===== src/rtl/hpscr_pkg.sv =====
/*
 hub power and string configuration register bank: offsets, reset values,
 limits and timing constants. assumes a 20 MHz hub clock.
*/
package hpscr_pkg;
  localparam logic [7:0] ADDR_BUS_MAX_POWER = 8'h0d;
  localparam logic [7:0] ADDR_SELF_CTRL_CURRENT = 8'h0e;
  localparam logic [7:0] ADDR_BUS_CTRL_CURRENT = 8'h0f;
  localparam logic [7:0] ADDR_SETTLE_DELAY = 8'h10;
  localparam logic [7:0] ADDR_LANG_UPPER = 8'h11;
  localparam logic [7:0] ADDR_LANG_LOWER = 8'h12;
  localparam logic [7:0] ADDR_MAKER_LEN = 8'h13;
  localparam logic [7:0] ADDR_PRODUCT_LEN = 8'h14;
  localparam logic [7:0] ADDR_SERIAL_LEN = 8'h15;

  localparam logic [7:0] RESET_CTRL_CURRENT = 8'h32;
  localparam logic [7:0] RESET_CLEAR = 8'h00;
  localparam logic [7:0] MAX_TEXT_CHARS = 8'h1f;
  localparam logic [7:0] NO_LIMIT = 8'hff;
  localparam logic [7:0] UNMAPPED_READ = 8'h00;

  localparam int unsigned CLK_PERIOD_NS = 50;
  localparam int unsigned SETTLE_UNIT_MS = 2;
  localparam int unsigned NS_PER_MS = 1000000;
  localparam int unsigned SETTLE_UNIT_CYCLES = SETTLE_UNIT_MS * NS_PER_MS / CLK_PERIOD_NS;

  typedef enum logic {SETTLE_IDLE, SETTLE_COUNT} hpscr_settle_type;
endpackage


===== src/rtl/hpscr_cfg_byte.sv =====
/*
 one eight-bit configuration register at a fixed offset, with reset value
 and an upper limit on written values. assumes synchronous write strobe.
*/
`timescale 1ns/1ps
module hpscr_cfg_byte #(
  parameter logic [7:0] ADDR = 8'h00,
  parameter logic [7:0] RESET_VAL = 8'h00,
  parameter logic [7:0] LIMIT = 8'hff
) (
  input wire logic clk_in,
  input wire logic resetn_in,
  input wire logic [7:0] addr_in,
  input wire logic [7:0] wdata_in,
  input wire logic wr_in,
  output logic [7:0] value_out
);
  wire logic hit = wr_in && (addr_in == ADDR);
  // saturate writes above the limit
  wire logic [7:0] limited = (wdata_in > LIMIT) ? LIMIT : wdata_in;

  always_ff @(posedge clk_in or negedge resetn_in) begin
    if (!resetn_in) begin
      value_out <= RESET_VAL;
    end else if (hit) begin
      value_out <= limited;
    end
  end
endmodule


===== src/rtl/hpscr_top.sv =====
/*
 hub power budget, port settle delay, language code and string length
 registers, with a port power settle timer and per-mode current report.
 assumes a byte-wide synchronous configuration port and a 20 MHz clock.
*/
// Summary of operation
// - the bus-powered max power register counts upstream current in 2 mA steps.
// - the self-powered controller current register counts 2 mA steps, board and hub only.
// - the self-powered controller current register resets to 50, meaning 100 mA.
// - the bus-powered controller current register counts 2 mA steps and resets to 50.
// - the settle delay register gives port power settle time in 2 ms steps.
// - the language code is upper register on the high byte, lower register on the low byte.
// - each string length register holds a character count of at most 31.
// - string characters are two bytes each, low byte first at the lower address.
`timescale 1ns/1ps
module hpscr_top #(
  parameter int unsigned SETTLE_CYCLES = hpscr_pkg::SETTLE_UNIT_CYCLES
) (
  input wire logic clk_in,
  input wire logic resetn_in,
  input wire logic [7:0] cfg_addr_in,
  input wire logic [7:0] cfg_wdata_in,
  input wire logic cfg_wr_in,
  input wire logic cfg_rd_in,
  output logic [7:0] cfg_rdata_out,
  input wire logic self_powered_in,
  input wire logic settle_start_in,
  output logic settle_good_out,
  output logic [15:0] lang_id_out,
  output logic [8:0] max_power_ma_out,
  output logic [8:0] controller_current_ma_out,
  output logic [5:0] maker_text_bytes_out,
  output logic [5:0] product_text_bytes_out,
  output logic [5:0] serial_text_bytes_out
);
  logic [7:0] bus_powered_max_power;
  logic [7:0] self_powered_controller_current;
  logic [7:0] bus_powered_controller_current;
  logic [7:0] port_power_settle_delay;
  logic [7:0] language_code_upper;
  logic [7:0] language_code_lower;
  logic [7:0] maker_text_length;
  logic [7:0] product_text_length;
  logic [7:0] serial_text_length;

  hpscr_cfg_byte #(.ADDR(hpscr_pkg::ADDR_BUS_MAX_POWER), .RESET_VAL(hpscr_pkg::RESET_CLEAR),
    .LIMIT(hpscr_pkg::NO_LIMIT)) u_bus_max (.clk_in(clk_in), .resetn_in(resetn_in),
    .addr_in(cfg_addr_in), .wdata_in(cfg_wdata_in), .wr_in(cfg_wr_in),
    .value_out(bus_powered_max_power));
  // defaults to 50 counts
  hpscr_cfg_byte #(.ADDR(hpscr_pkg::ADDR_SELF_CTRL_CURRENT),
    .RESET_VAL(hpscr_pkg::RESET_CTRL_CURRENT),
    .LIMIT(hpscr_pkg::NO_LIMIT)) u_self_cur (.clk_in(clk_in), .resetn_in(resetn_in),
    .addr_in(cfg_addr_in), .wdata_in(cfg_wdata_in), .wr_in(cfg_wr_in),
    .value_out(self_powered_controller_current));
  hpscr_cfg_byte #(.ADDR(hpscr_pkg::ADDR_BUS_CTRL_CURRENT),
    .RESET_VAL(hpscr_pkg::RESET_CTRL_CURRENT),
    .LIMIT(hpscr_pkg::NO_LIMIT)) u_bus_cur (.clk_in(clk_in), .resetn_in(resetn_in),
    .addr_in(cfg_addr_in), .wdata_in(cfg_wdata_in), .wr_in(cfg_wr_in),
    .value_out(bus_powered_controller_current));
  hpscr_cfg_byte #(.ADDR(hpscr_pkg::ADDR_SETTLE_DELAY), .RESET_VAL(hpscr_pkg::RESET_CLEAR),
    .LIMIT(hpscr_pkg::NO_LIMIT)) u_settle (.clk_in(clk_in), .resetn_in(resetn_in),
    .addr_in(cfg_addr_in), .wdata_in(cfg_wdata_in), .wr_in(cfg_wr_in),
    .value_out(port_power_settle_delay));
  hpscr_cfg_byte #(.ADDR(hpscr_pkg::ADDR_LANG_UPPER), .RESET_VAL(hpscr_pkg::RESET_CLEAR),
    .LIMIT(hpscr_pkg::NO_LIMIT)) u_lang_hi (.clk_in(clk_in), .resetn_in(resetn_in),
    .addr_in(cfg_addr_in), .wdata_in(cfg_wdata_in), .wr_in(cfg_wr_in),
    .value_out(language_code_upper));
  hpscr_cfg_byte #(.ADDR(hpscr_pkg::ADDR_LANG_LOWER), .RESET_VAL(hpscr_pkg::RESET_CLEAR),
    .LIMIT(hpscr_pkg::NO_LIMIT)) u_lang_lo (.clk_in(clk_in), .resetn_in(resetn_in),
    .addr_in(cfg_addr_in), .wdata_in(cfg_wdata_in), .wr_in(cfg_wr_in),
    .value_out(language_code_lower));
  // string lengths saturate at 31 characters
  hpscr_cfg_byte #(.ADDR(hpscr_pkg::ADDR_MAKER_LEN), .RESET_VAL(hpscr_pkg::RESET_CLEAR),
    .LIMIT(hpscr_pkg::MAX_TEXT_CHARS)) u_maker (.clk_in(clk_in),
    .resetn_in(resetn_in), .addr_in(cfg_addr_in), .wdata_in(cfg_wdata_in),
    .wr_in(cfg_wr_in), .value_out(maker_text_length));
  hpscr_cfg_byte #(.ADDR(hpscr_pkg::ADDR_PRODUCT_LEN), .RESET_VAL(hpscr_pkg::RESET_CLEAR),
    .LIMIT(hpscr_pkg::MAX_TEXT_CHARS)) u_product (.clk_in(clk_in),
    .resetn_in(resetn_in), .addr_in(cfg_addr_in), .wdata_in(cfg_wdata_in),
    .wr_in(cfg_wr_in), .value_out(product_text_length));
  hpscr_cfg_byte #(.ADDR(hpscr_pkg::ADDR_SERIAL_LEN), .RESET_VAL(hpscr_pkg::RESET_CLEAR),
    .LIMIT(hpscr_pkg::MAX_TEXT_CHARS)) u_serial (.clk_in(clk_in),
    .resetn_in(resetn_in), .addr_in(cfg_addr_in), .wdata_in(cfg_wdata_in),
    .wr_in(cfg_wr_in), .value_out(serial_text_length));

  // read decode
  wire logic [7:0] read_mux =
    (cfg_addr_in == hpscr_pkg::ADDR_BUS_MAX_POWER) ? bus_powered_max_power :
    (cfg_addr_in == hpscr_pkg::ADDR_SELF_CTRL_CURRENT) ? self_powered_controller_current :
    (cfg_addr_in == hpscr_pkg::ADDR_BUS_CTRL_CURRENT) ? bus_powered_controller_current :
    (cfg_addr_in == hpscr_pkg::ADDR_SETTLE_DELAY) ? port_power_settle_delay :
    (cfg_addr_in == hpscr_pkg::ADDR_LANG_UPPER) ? language_code_upper :
    (cfg_addr_in == hpscr_pkg::ADDR_LANG_LOWER) ? language_code_lower :
    (cfg_addr_in == hpscr_pkg::ADDR_MAKER_LEN) ? maker_text_length :
    (cfg_addr_in == hpscr_pkg::ADDR_PRODUCT_LEN) ? product_text_length :
    (cfg_addr_in == hpscr_pkg::ADDR_SERIAL_LEN) ? serial_text_length :
    hpscr_pkg::UNMAPPED_READ;

  // current in mA is twice the 2 mA count
  wire logic [8:0] bus_max_ma = {bus_powered_max_power, 1'b0};
  wire logic [7:0] mode_current = self_powered_in ? self_powered_controller_current :
    bus_powered_controller_current;
  wire logic [8:0] mode_current_ma = {mode_current, 1'b0};
  wire logic [15:0] lang_id = {language_code_upper, language_code_lower};
  // two bytes per character
  wire logic [5:0] maker_bytes = {maker_text_length[4:0], 1'b0};
  wire logic [5:0] product_bytes = {product_text_length[4:0], 1'b0};
  wire logic [5:0] serial_bytes = {serial_text_length[4:0], 1'b0};

  always_ff @(posedge clk_in or negedge resetn_in) begin
    if (!resetn_in) begin
      cfg_rdata_out <= hpscr_pkg::UNMAPPED_READ;
      lang_id_out <= 16'h0000;
      max_power_ma_out <= 9'h000;
      controller_current_ma_out <= 9'h000;
      maker_text_bytes_out <= 6'h00;
      product_text_bytes_out <= 6'h00;
      serial_text_bytes_out <= 6'h00;
    end else begin
      if (cfg_rd_in) begin
        cfg_rdata_out <= read_mux;
      end
      lang_id_out <= lang_id;
      max_power_ma_out <= bus_max_ma;
      controller_current_ma_out <= mode_current_ma;
      maker_text_bytes_out <= maker_bytes;
      product_text_bytes_out <= product_bytes;
      serial_text_bytes_out <= serial_bytes;
    end
  end

  // port power settle timer, one step per 2 ms
  hpscr_pkg::hpscr_settle_type state_q;
  logic [31:0] presc_q;
  logic [7:0] steps_q;
  wire logic presc_wrap = (presc_q == 32'(SETTLE_CYCLES - 1));
  wire logic last_step = presc_wrap && (steps_q == 8'h01);
  wire logic load_zero = (port_power_settle_delay == 8'h00);

  always_ff @(posedge clk_in or negedge resetn_in) begin
    if (!resetn_in) begin
      state_q <= hpscr_pkg::SETTLE_IDLE;
      presc_q <= 32'h0000_0000;
      steps_q <= 8'h00;
      settle_good_out <= 1'b0;
    end else if (settle_start_in) begin
      presc_q <= 32'h0000_0000;
      steps_q <= port_power_settle_delay;
      settle_good_out <= load_zero;
      state_q <= load_zero ? hpscr_pkg::SETTLE_IDLE : hpscr_pkg::SETTLE_COUNT;
    end else begin
      unique case (state_q)
        hpscr_pkg::SETTLE_IDLE: begin
        end
        hpscr_pkg::SETTLE_COUNT: begin
          presc_q <= presc_wrap ? 32'h0000_0000 : presc_q + 32'h0000_0001;
          if (presc_wrap) begin
            steps_q <= steps_q - 8'h01;
          end
          if (last_step) begin
            settle_good_out <= 1'b1;
            state_q <= hpscr_pkg::SETTLE_IDLE;
          end
        end
      endcase
    end
  end

  // helper state for the checks below
  logic [31:0] elapsed_q;
  logic [7:0] loaded_q;
  logic self_written_q;
  logic bus_written_q;
  always_ff @(posedge clk_in or negedge resetn_in) begin
    if (!resetn_in) begin
      elapsed_q <= 32'h0000_0000;
      loaded_q <= 8'h00;
      self_written_q <= 1'b0;
      bus_written_q <= 1'b0;
    end else begin
      elapsed_q <= settle_start_in ? 32'h0000_0000 :
        (state_q == hpscr_pkg::SETTLE_COUNT) ? elapsed_q + 32'h0000_0001 : elapsed_q;
      loaded_q <= settle_start_in ? port_power_settle_delay : loaded_q;
      self_written_q <= self_written_q ||
        (cfg_wr_in && cfg_addr_in == hpscr_pkg::ADDR_SELF_CTRL_CURRENT);
      bus_written_q <= bus_written_q ||
        (cfg_wr_in && cfg_addr_in == hpscr_pkg::ADDR_BUS_CTRL_CURRENT);
    end
  end
endmodule


===== config.mk =====
export PLATFORM = sky130hd
export DESIGN_NAME = hpscr_top
export DESIGN_NICKNAME = d
export VERILOG_FILES = /design/src/rtl/hpscr_pkg.sv /design/src/rtl/hpscr_cfg_byte.sv /design/src/rtl/hpscr_top.sv
export SDC_FILE = /design/constraint.sdc
export NUM_CORES = 1
export LEC_CHECK = 0
export CAP_MARGIN = 25
export CELL_PAD_IN_SITES_DETAIL_PLACEMENT = 0
export CELL_PAD_IN_SITES_GLOBAL_PLACEMENT = 1
export CORE_ASPECT_RATIO = 0.9
export CORE_MARGIN = 3
export CORE_UTILIZATION = 45
export DETAILED_ROUTE_END_ITERATION = 8
export DONT_BUFFER_PORTS = 1
export GPL_TIMING_DRIVEN = 1
export PLACE_DENSITY = 0.7
export SKIP_CTS_REPAIR_TIMING = 1
export SYNTH_ARGS = -nofsm -noshare
export SYNTH_HDL_FRONTEND = slang
export SYNTH_SLANG_ARGS = --single-unit

===== constraint.sdc =====
create_clock -name clk_in -period 3.95 [get_ports clk_in]
set_input_delay 0.1975 -clock clk_in [delete_from_list [all_inputs] [get_ports clk_in]]
set_output_delay 0.1975 -clock clk_in [all_outputs]
set_load 0.05 [all_outputs]

* Yosys cells after proc, flatten, opt, wreduce, memory -nomap -nowiden *
Index checks and enable logic that the tools add are counted.

storage, ports and cells
  bits in registers = 169
  latch bits = 0
  RAM bits = 0
  memory bits (read-only) = 0
  input bits = 22
  output and inout bits = 61
  word-level logic and storage cells = 76
  memories = 0

operators by class
  add/sub/neg operators = 2
  multiply operators = 0
  divide/modulo/power cells = 0
  magnitude comparators = 2
  equal/unequal tests = 11
  shifts and indexed selects = 0
  multiplexer cells = 25
  bitwise operators = 0
  reductions and logical operators = 16

operators by type and width
  cell                                                                             number
  8-bit 2-to-1 mux                                                                 15
  32-bit 2-to-1 mux                                                                3
  8-bit by 5-bit equality test with 1-bit output, second input constant            6
  32-bit by 1-bit adder with 32-bit output, second input constant                  1
  32-bit by 16-bit equality test with 1-bit output, second input constant          1
  8-bit by 4-bit equality test with 1-bit output, second input constant            3
  1-bit logical AND                                                                10
  8-bit by 1-bit equality test with 1-bit output, second input constant            1
  8-bit by 5-bit greater-than comparator with 1-bit output, second input constant  1
  8-bit greater-than comparator, second input constant                             1
  8-bit zero test                                                                  1
  8-bit by 1-bit subtractor with 8-bit output, second input constant               1
  1-bit 2-to-1 mux                                                                 7
  2-bit nonzero test                                                               3
  2-bit AND reduction                                                              2

* Longest topological paths before layout *
  word-level depth = 10
  gate-level depth with buffers = 8
  mapped depth without buffers = 7

* Modules after synthesis *
From an unflattened synthesis, not the netlist that was laid out.

unflattened totals
  cells, all modules = 653
  area total of the unflattened synthesis = 7,892.6 um2

modules (own cells, without submodules)
  module                          times used  cells each  area each (um2)  seq. area each (um2)
  hpscr_top                       1           464         4,733.3          2,427.3
  hpscr_cfg_byte (u_bus_cur ...)  2           19          346.6            203.9
  hpscr_cfg_byte (u_lang_hi ...)  2           19          345.3            200.2
  hpscr_cfg_byte (u_bus_max ...)  2           19          342.8            200.2
  hpscr_cfg_byte (u_serial)       1           25          366.6            200.2
  hpscr_cfg_byte (u_product)      1           25          364.1            200.2
  hpscr_cfg_byte (u_maker)        1           25          359.1            200.2

* Least setup slack after synthesis *
No wires, ideal clock.

  path type = register to register
  start point = register presc_q[14]
  end point = register steps_q[5]
  library setup time = 124 ps
  data arrival time = 1,798 ps
  data required time = 3,826 ps
  setup slack = 2,029 ps
  cell stages (with the launch flop) = 7
  path buffers = 1
  clock period less this slack = 1,921 ps
  path through = dfrtp_1 > nor4_4 > nand4_2 > or2_1 > buf_6 > o31a_1 > o31a_1

between the ends
  word-level cells in the longest chain between the ends = 3

RTL lines
  item                                              line              text
  start: declaration                                hpscr_top.sv:135  logic [31:0] presc_q;
  start signal: assignment                          hpscr_top.sv:157  presc_q <= presc_wrap ? 32'h0000_0000 : presc_q + 32'h0000_0001;
  32-bit by 16-bit equality test with 1-bit output  hpscr_top.sv:137  wire logic presc_wrap = (presc_q == 32'(SETTLE_CYCLES - 1));
  2-bit nonzero test (no source line)               --
  2-bit AND reduction (no source line)              --
  end signal: assignment                            hpscr_top.sv:149  steps_q <= port_power_settle_delay;
  end signal: assignment                            hpscr_top.sv:159  steps_q <= steps_q - 8'h01;
  end: declaration                                  hpscr_top.sv:136  logic [7:0] steps_q;

No other way between the ends.
A chain may end at the register's enable or synchronous reset.

* Worst setup path after layout *
  start point = register presc_q[26]
  end point = register presc_q[14]

between the ends
  word-level cells in the longest chain between the ends = 4

RTL lines
  item                                              line              text
  32-bit by 16-bit equality test with 1-bit output  hpscr_top.sv:137
  32-bit 2-to-1 mux                                 hpscr_top.sv:157
  32-bit 2-to-1 mux                                 hpscr_top.sv:153  unique case (state_q)
  32-bit 2-to-1 mux                                 hpscr_top.sv:147  end else if (settle_start_in) begin

No other way between the ends. The select of a mux whose other input is x is not followed.

==> impl_summary.log <==
INFO  metric result_of_the_run = complete, but fails checks
INFO  metric failing_checks = hold timing
INFO  metric yosys-top-cells-area = sky130_fd_sc_hd__dfrtp_1 (55%), sky130_fd_sc_hd__mux2_2 (9.2%), sky130_fd_sc_hd__nand2_1 (2.6%)
INFO  metric worst_clock_skew = 0.0116 ns
INFO  metric place.gp.congestion = 0.900
INFO  metric boundaryPins = 83
INFO  metric relSlewSlack = 34.1%
INFO  metric placed_cells = 785
INFO  metric regToRegEndpoint = presc_q[14]
INFO  metric cts_root_buf = sky130_fd_sc_hd__clkbuf_16
INFO  metric worstPathMaxFanout = 22
INFO  metric i_o_buffers = 0
INFO  metric post_synth_num_cell_types = 66
INFO  metric synth_largest_type_area_fraction = 55.3%
INFO  metric worstRegToRegCells = 5
INFO  metric clk_pin_slew_worst_paths = 0.07 ns
INFO  metric share_seq_of_total_power = 53.8%
INFO  metric rsz0062_at_grt = false
INFO  metric drc_errors = 0
INFO  metric tritoncts_num_sinks = 169
INFO  metric core.rowCount = 43
INFO  metric share_clk_of_total_power = 41.4%
INFO  metric synth_seq_cells = 169
INFO  metric dieWidth = 141 um
INFO  metric synth_edf_count = 0
INFO  metric final_ant_viol_nets = 0
INFO  metric setup_total_negative_slack = 0 ns
INFO  metric worst-endpoint-required = 4.23 ns
INFO  metric reg2reg_slack = 1.48 ns
INFO  metric power_density = 460 nW/um2
INFO  metric total_switching_power = 1000 uW
INFO  metric min-delay-path-class = primary input to async pin
INFO  metric syn_area_per_cell = 12.1 um2
INFO  metric ys_dominant_reg_cell = sky130_fd_sc_hd__dfrtp_1
INFO  metric synth_seq_area_share = 57.4%
INFO  metric worst_setup_path_endpoint = presc_q[14]
INFO  metric drive_gt1_share = 19.8%
INFO  metric finalCritPeriodShare = 62.6%
INFO  metric final_cell_count_no_fill = 828
INFO  metric tritoncts_clock_tree = yes
INFO  metric post_synth_arst_share = 100%
INFO  metric worst_r2r_startpoint = presc_q[26]
INFO  metric synth_warnings = 0
INFO  metric die_ht = 127 um
INFO  metric routed_via_density = 5.73
INFO  metric first_global_vias = 4,806
INFO  metric cts_buffers = 17
INFO  metric drt_pre_antenna_iters = 5
INFO  metric nets = 638
INFO  metric max_h_tree_level = 4
INFO  metric finalMaxSlewViolations = 0
INFO  metric clock_latency_late_sink = 0.43 ns
INFO  metric totalWireLength = 17,700 um
INFO  metric vias = 4,744
INFO  metric grt-ovfl-total = 0
INFO  metric fp.dieArea = 18,000 um2
INFO  metric worstSetupStartpoint = presc_q[26]
INFO  metric syn_to_final_growth = 10.4%
INFO  metric worstSetupPathType = register to register
INFO  metric initial_core_util = 47.0%
INFO  metric n_antenna_cell = 0
INFO  metric post_synth_instance_area = 7380 um2
INFO  metric final.min_clock_period = 2.47 ns
INFO  metric whs = -0.537 ns
INFO  metric drt_iter0_markers = 334
INFO  metric maxCapViolCount = 0
INFO  metric avgRoutedWirePerCell = 21.4 um
INFO  metric global_route.usage.total = 20.2%
INFO  metric p_int = 2740 uW
INFO  metric worst_setup_path_end_kind = register
INFO  metric tightestPinTransition = 0.986 ns
INFO  metric clock.fmax = 404 MHz
INFO  metric worst_ep_arrival_time = 2.75 ns
INFO  metric multi_input_comb_area = 2970 um2
INFO  metric clk_path_buf_depth = 2
INFO  metric fillers = 1,397
INFO  metric critical_path.startpoint_type = register
INFO  metric pin_count_of_the_biggest_net_entering_global_routing = 170
INFO  metric switching_share = 26.8%
INFO  metric combPwrFrac = 4.8%
INFO  metric irDropWorstVdd = 0.354 mV
INFO  metric synth_largest_area_cell = sky130_fd_sc_hd__dfrtp_1
INFO  metric timing.final.setup_violations = 0
INFO  metric total_leakage_power = 0.00374 uW
INFO  metric initial_antenna_violation_count = 0
INFO  metric postSynthCellCount = 610
INFO  metric fp.coreArea = 15,700 um2
INFO  metric finalHoldViolations = 173
INFO  metric total_half_perimeter_wirelength_after_legalization_and_detailed_placement = 11,800 um
INFO  metric grt_pass1_wl = 27,900 um
INFO  metric sequential_cell_area = 4240 um2
[synthesized netlist by cell type (7+ instances only)]
cell	instances
sky130_fd_sc_hd__mux2i_1	11
sky130_fd_sc_hd__inv_1	8
sky130_fd_sc_hd__o21ai_0	30
sky130_fd_sc_hd__nand4_1	16
sky130_fd_sc_hd__a21oi_1	7
sky130_fd_sc_hd__mux2_2	60
sky130_fd_sc_hd__dfrtp_1	163
sky130_fd_sc_hd__and2_1	10
sky130_fd_sc_hd__xor2_1	19
sky130_fd_sc_hd__nand2_1	51
sky130_fd_sc_hd__nand3_1	19
sky130_fd_sc_hd__xnor2_1	10
sky130_fd_sc_hd__nand2b_1	8
sky130_fd_sc_hd__a22o_1	7
sky130_fd_sc_hd__buf_2	11
sky130_fd_sc_hd__clkbuf_1	9
sky130_fd_sc_hd__nor2_1	47
[how the worst min path moves through the flow]
stage                     slack, ns      start               end  cells past startpoint
after floorplan                -0.1  resetn_in  cfg_rdata_out[0]                      0
after global placement        -0.09  resetn_in       presc_q[31]                      0
after detailed placement      -0.09  resetn_in        presc_q[1]                      0
after CTS                     -0.56  resetn_in   lang_id_out[14]                      0
after global routing          -0.55  resetn_in       presc_q[31]                      0
final                         -0.54  resetn_in       presc_q[31]                      0
[flip-flops by register name, indices dropped and copies added (netlist names)]
signal and flops:
presc_q 32, lang_id_out 16, cfg_rdata_out 8, controller_current_ma_out 8, max_power_ma_out 8, steps_q 8, u_bus_cur.value_out 8, u_bus_max.value_out 8
u_lang_hi.value_out 8, u_lang_lo.value_out 8, u_maker.value_out 8, u_product.value_out 8, u_self_cur.value_out 8, u_serial.value_out 8, u_settle.value_out 8, maker_text_bytes_out 5
product_text_bytes_out 5, serial_text_bytes_out 5, settle_good_out 1, state_q 1
[layer usage]
layer  up-vias  GRT usage, %  share of wire [%]
met5         -             0                  0
met4         0          5.98                1.3
met3        20          5.20                5.6
met2       130          28.5                 43
met1      2409          30.7                 50
li1       2185             -                  -
[cell usage in the layout (no fill, tap or decap), drive strengths merged, types with 7 or more instances in the layout]
cell type	instances
nor4	13
inv	12
nand3	20
clkbuf	20
nand4	18
a21oi	7
nor2	47
nor3	8
nand2	54
mux2i	11
and2	10
a22o	7
dfrtp	163
dlygate4sd3	11
xor2	19
nand2b	8
mux2	60
o21ai	31
xnor2	10
[power groups by stage]
stage | clock network [uW] | logic [uW] | registers [uW]
floorplan | 0 | 157 | 2020
global placement | 0 | 153 | 2040
detailed placement | 0 | 155 | 2050
CTS | 1580 | 156 | 2020
global route | 1650 | 200 | 2030
finish | 1550 | 179 | 2010
[per-stage QoR]
stage               instance area [um2]  util (%)  power [uW]  hold WS [ns]  setup slack [ns]
floorplan                          7390         -        2170       -0.0981              2.03
global placement                   7490      47.7        2200       -0.0930              1.59
detailed placement                 7490      47.7        2200       -0.0918              1.48
CTS                                8030      51.1        3750        -0.562              1.47
global route                       8140      51.8        3880        -0.555              1.23
finish                             8140      51.8        3740        -0.537              1.48
[critical path, stage by stage, from the launching register on]
cell and delay, ns:
sky130_fd_sc_hd__dfrtp_1 0.44, sky130_fd_sc_hd__nor4_2 0.35, sky130_fd_sc_hd__nand4_1 0.25, sky130_fd_sc_hd__or2_1 0.43, sky130_fd_sc_hd__or2b_1 0.72, sky130_fd_sc_hd__nor2_1 0.13
[cell families (layout without fill, tap and decap cells)]
| kind of cell | Yosys count | after routing | share of synthesized area, % |
|---|---|---|---|
| adders and majority gates | 3 | 3 | 0.509 |
| xor gates and xnor gates | 29 | 29 | 3.44 |
| buffers and inverters | 39 | 51 | 2.59 |
| other | 1 | 5 | 0.0508 |
| DFF | 169 | 169 | 57.4 |
| and+or+nand+nor | 211 | 211 | 16.5 |
| AOI/OAI and AO/OA | 82 | 82 | 7.34 |
| muxes | 76 | 76 | 12.2 |
[area by class of cell]
cell class / instances / share of cell area (%)
Clock buffer: 20 / 5.61
Clock inverter: 12 / 1.12
Inverter: 8 / 0.369
Multi-Input combinational cell: 406 / 36.4
Sequential cell: 169 / 52.0
Tap cell: 202 / 3.10
Timing Repair Buffer: 11 / 1.35
Note: power is estimated with default switching activity, not from simulation.
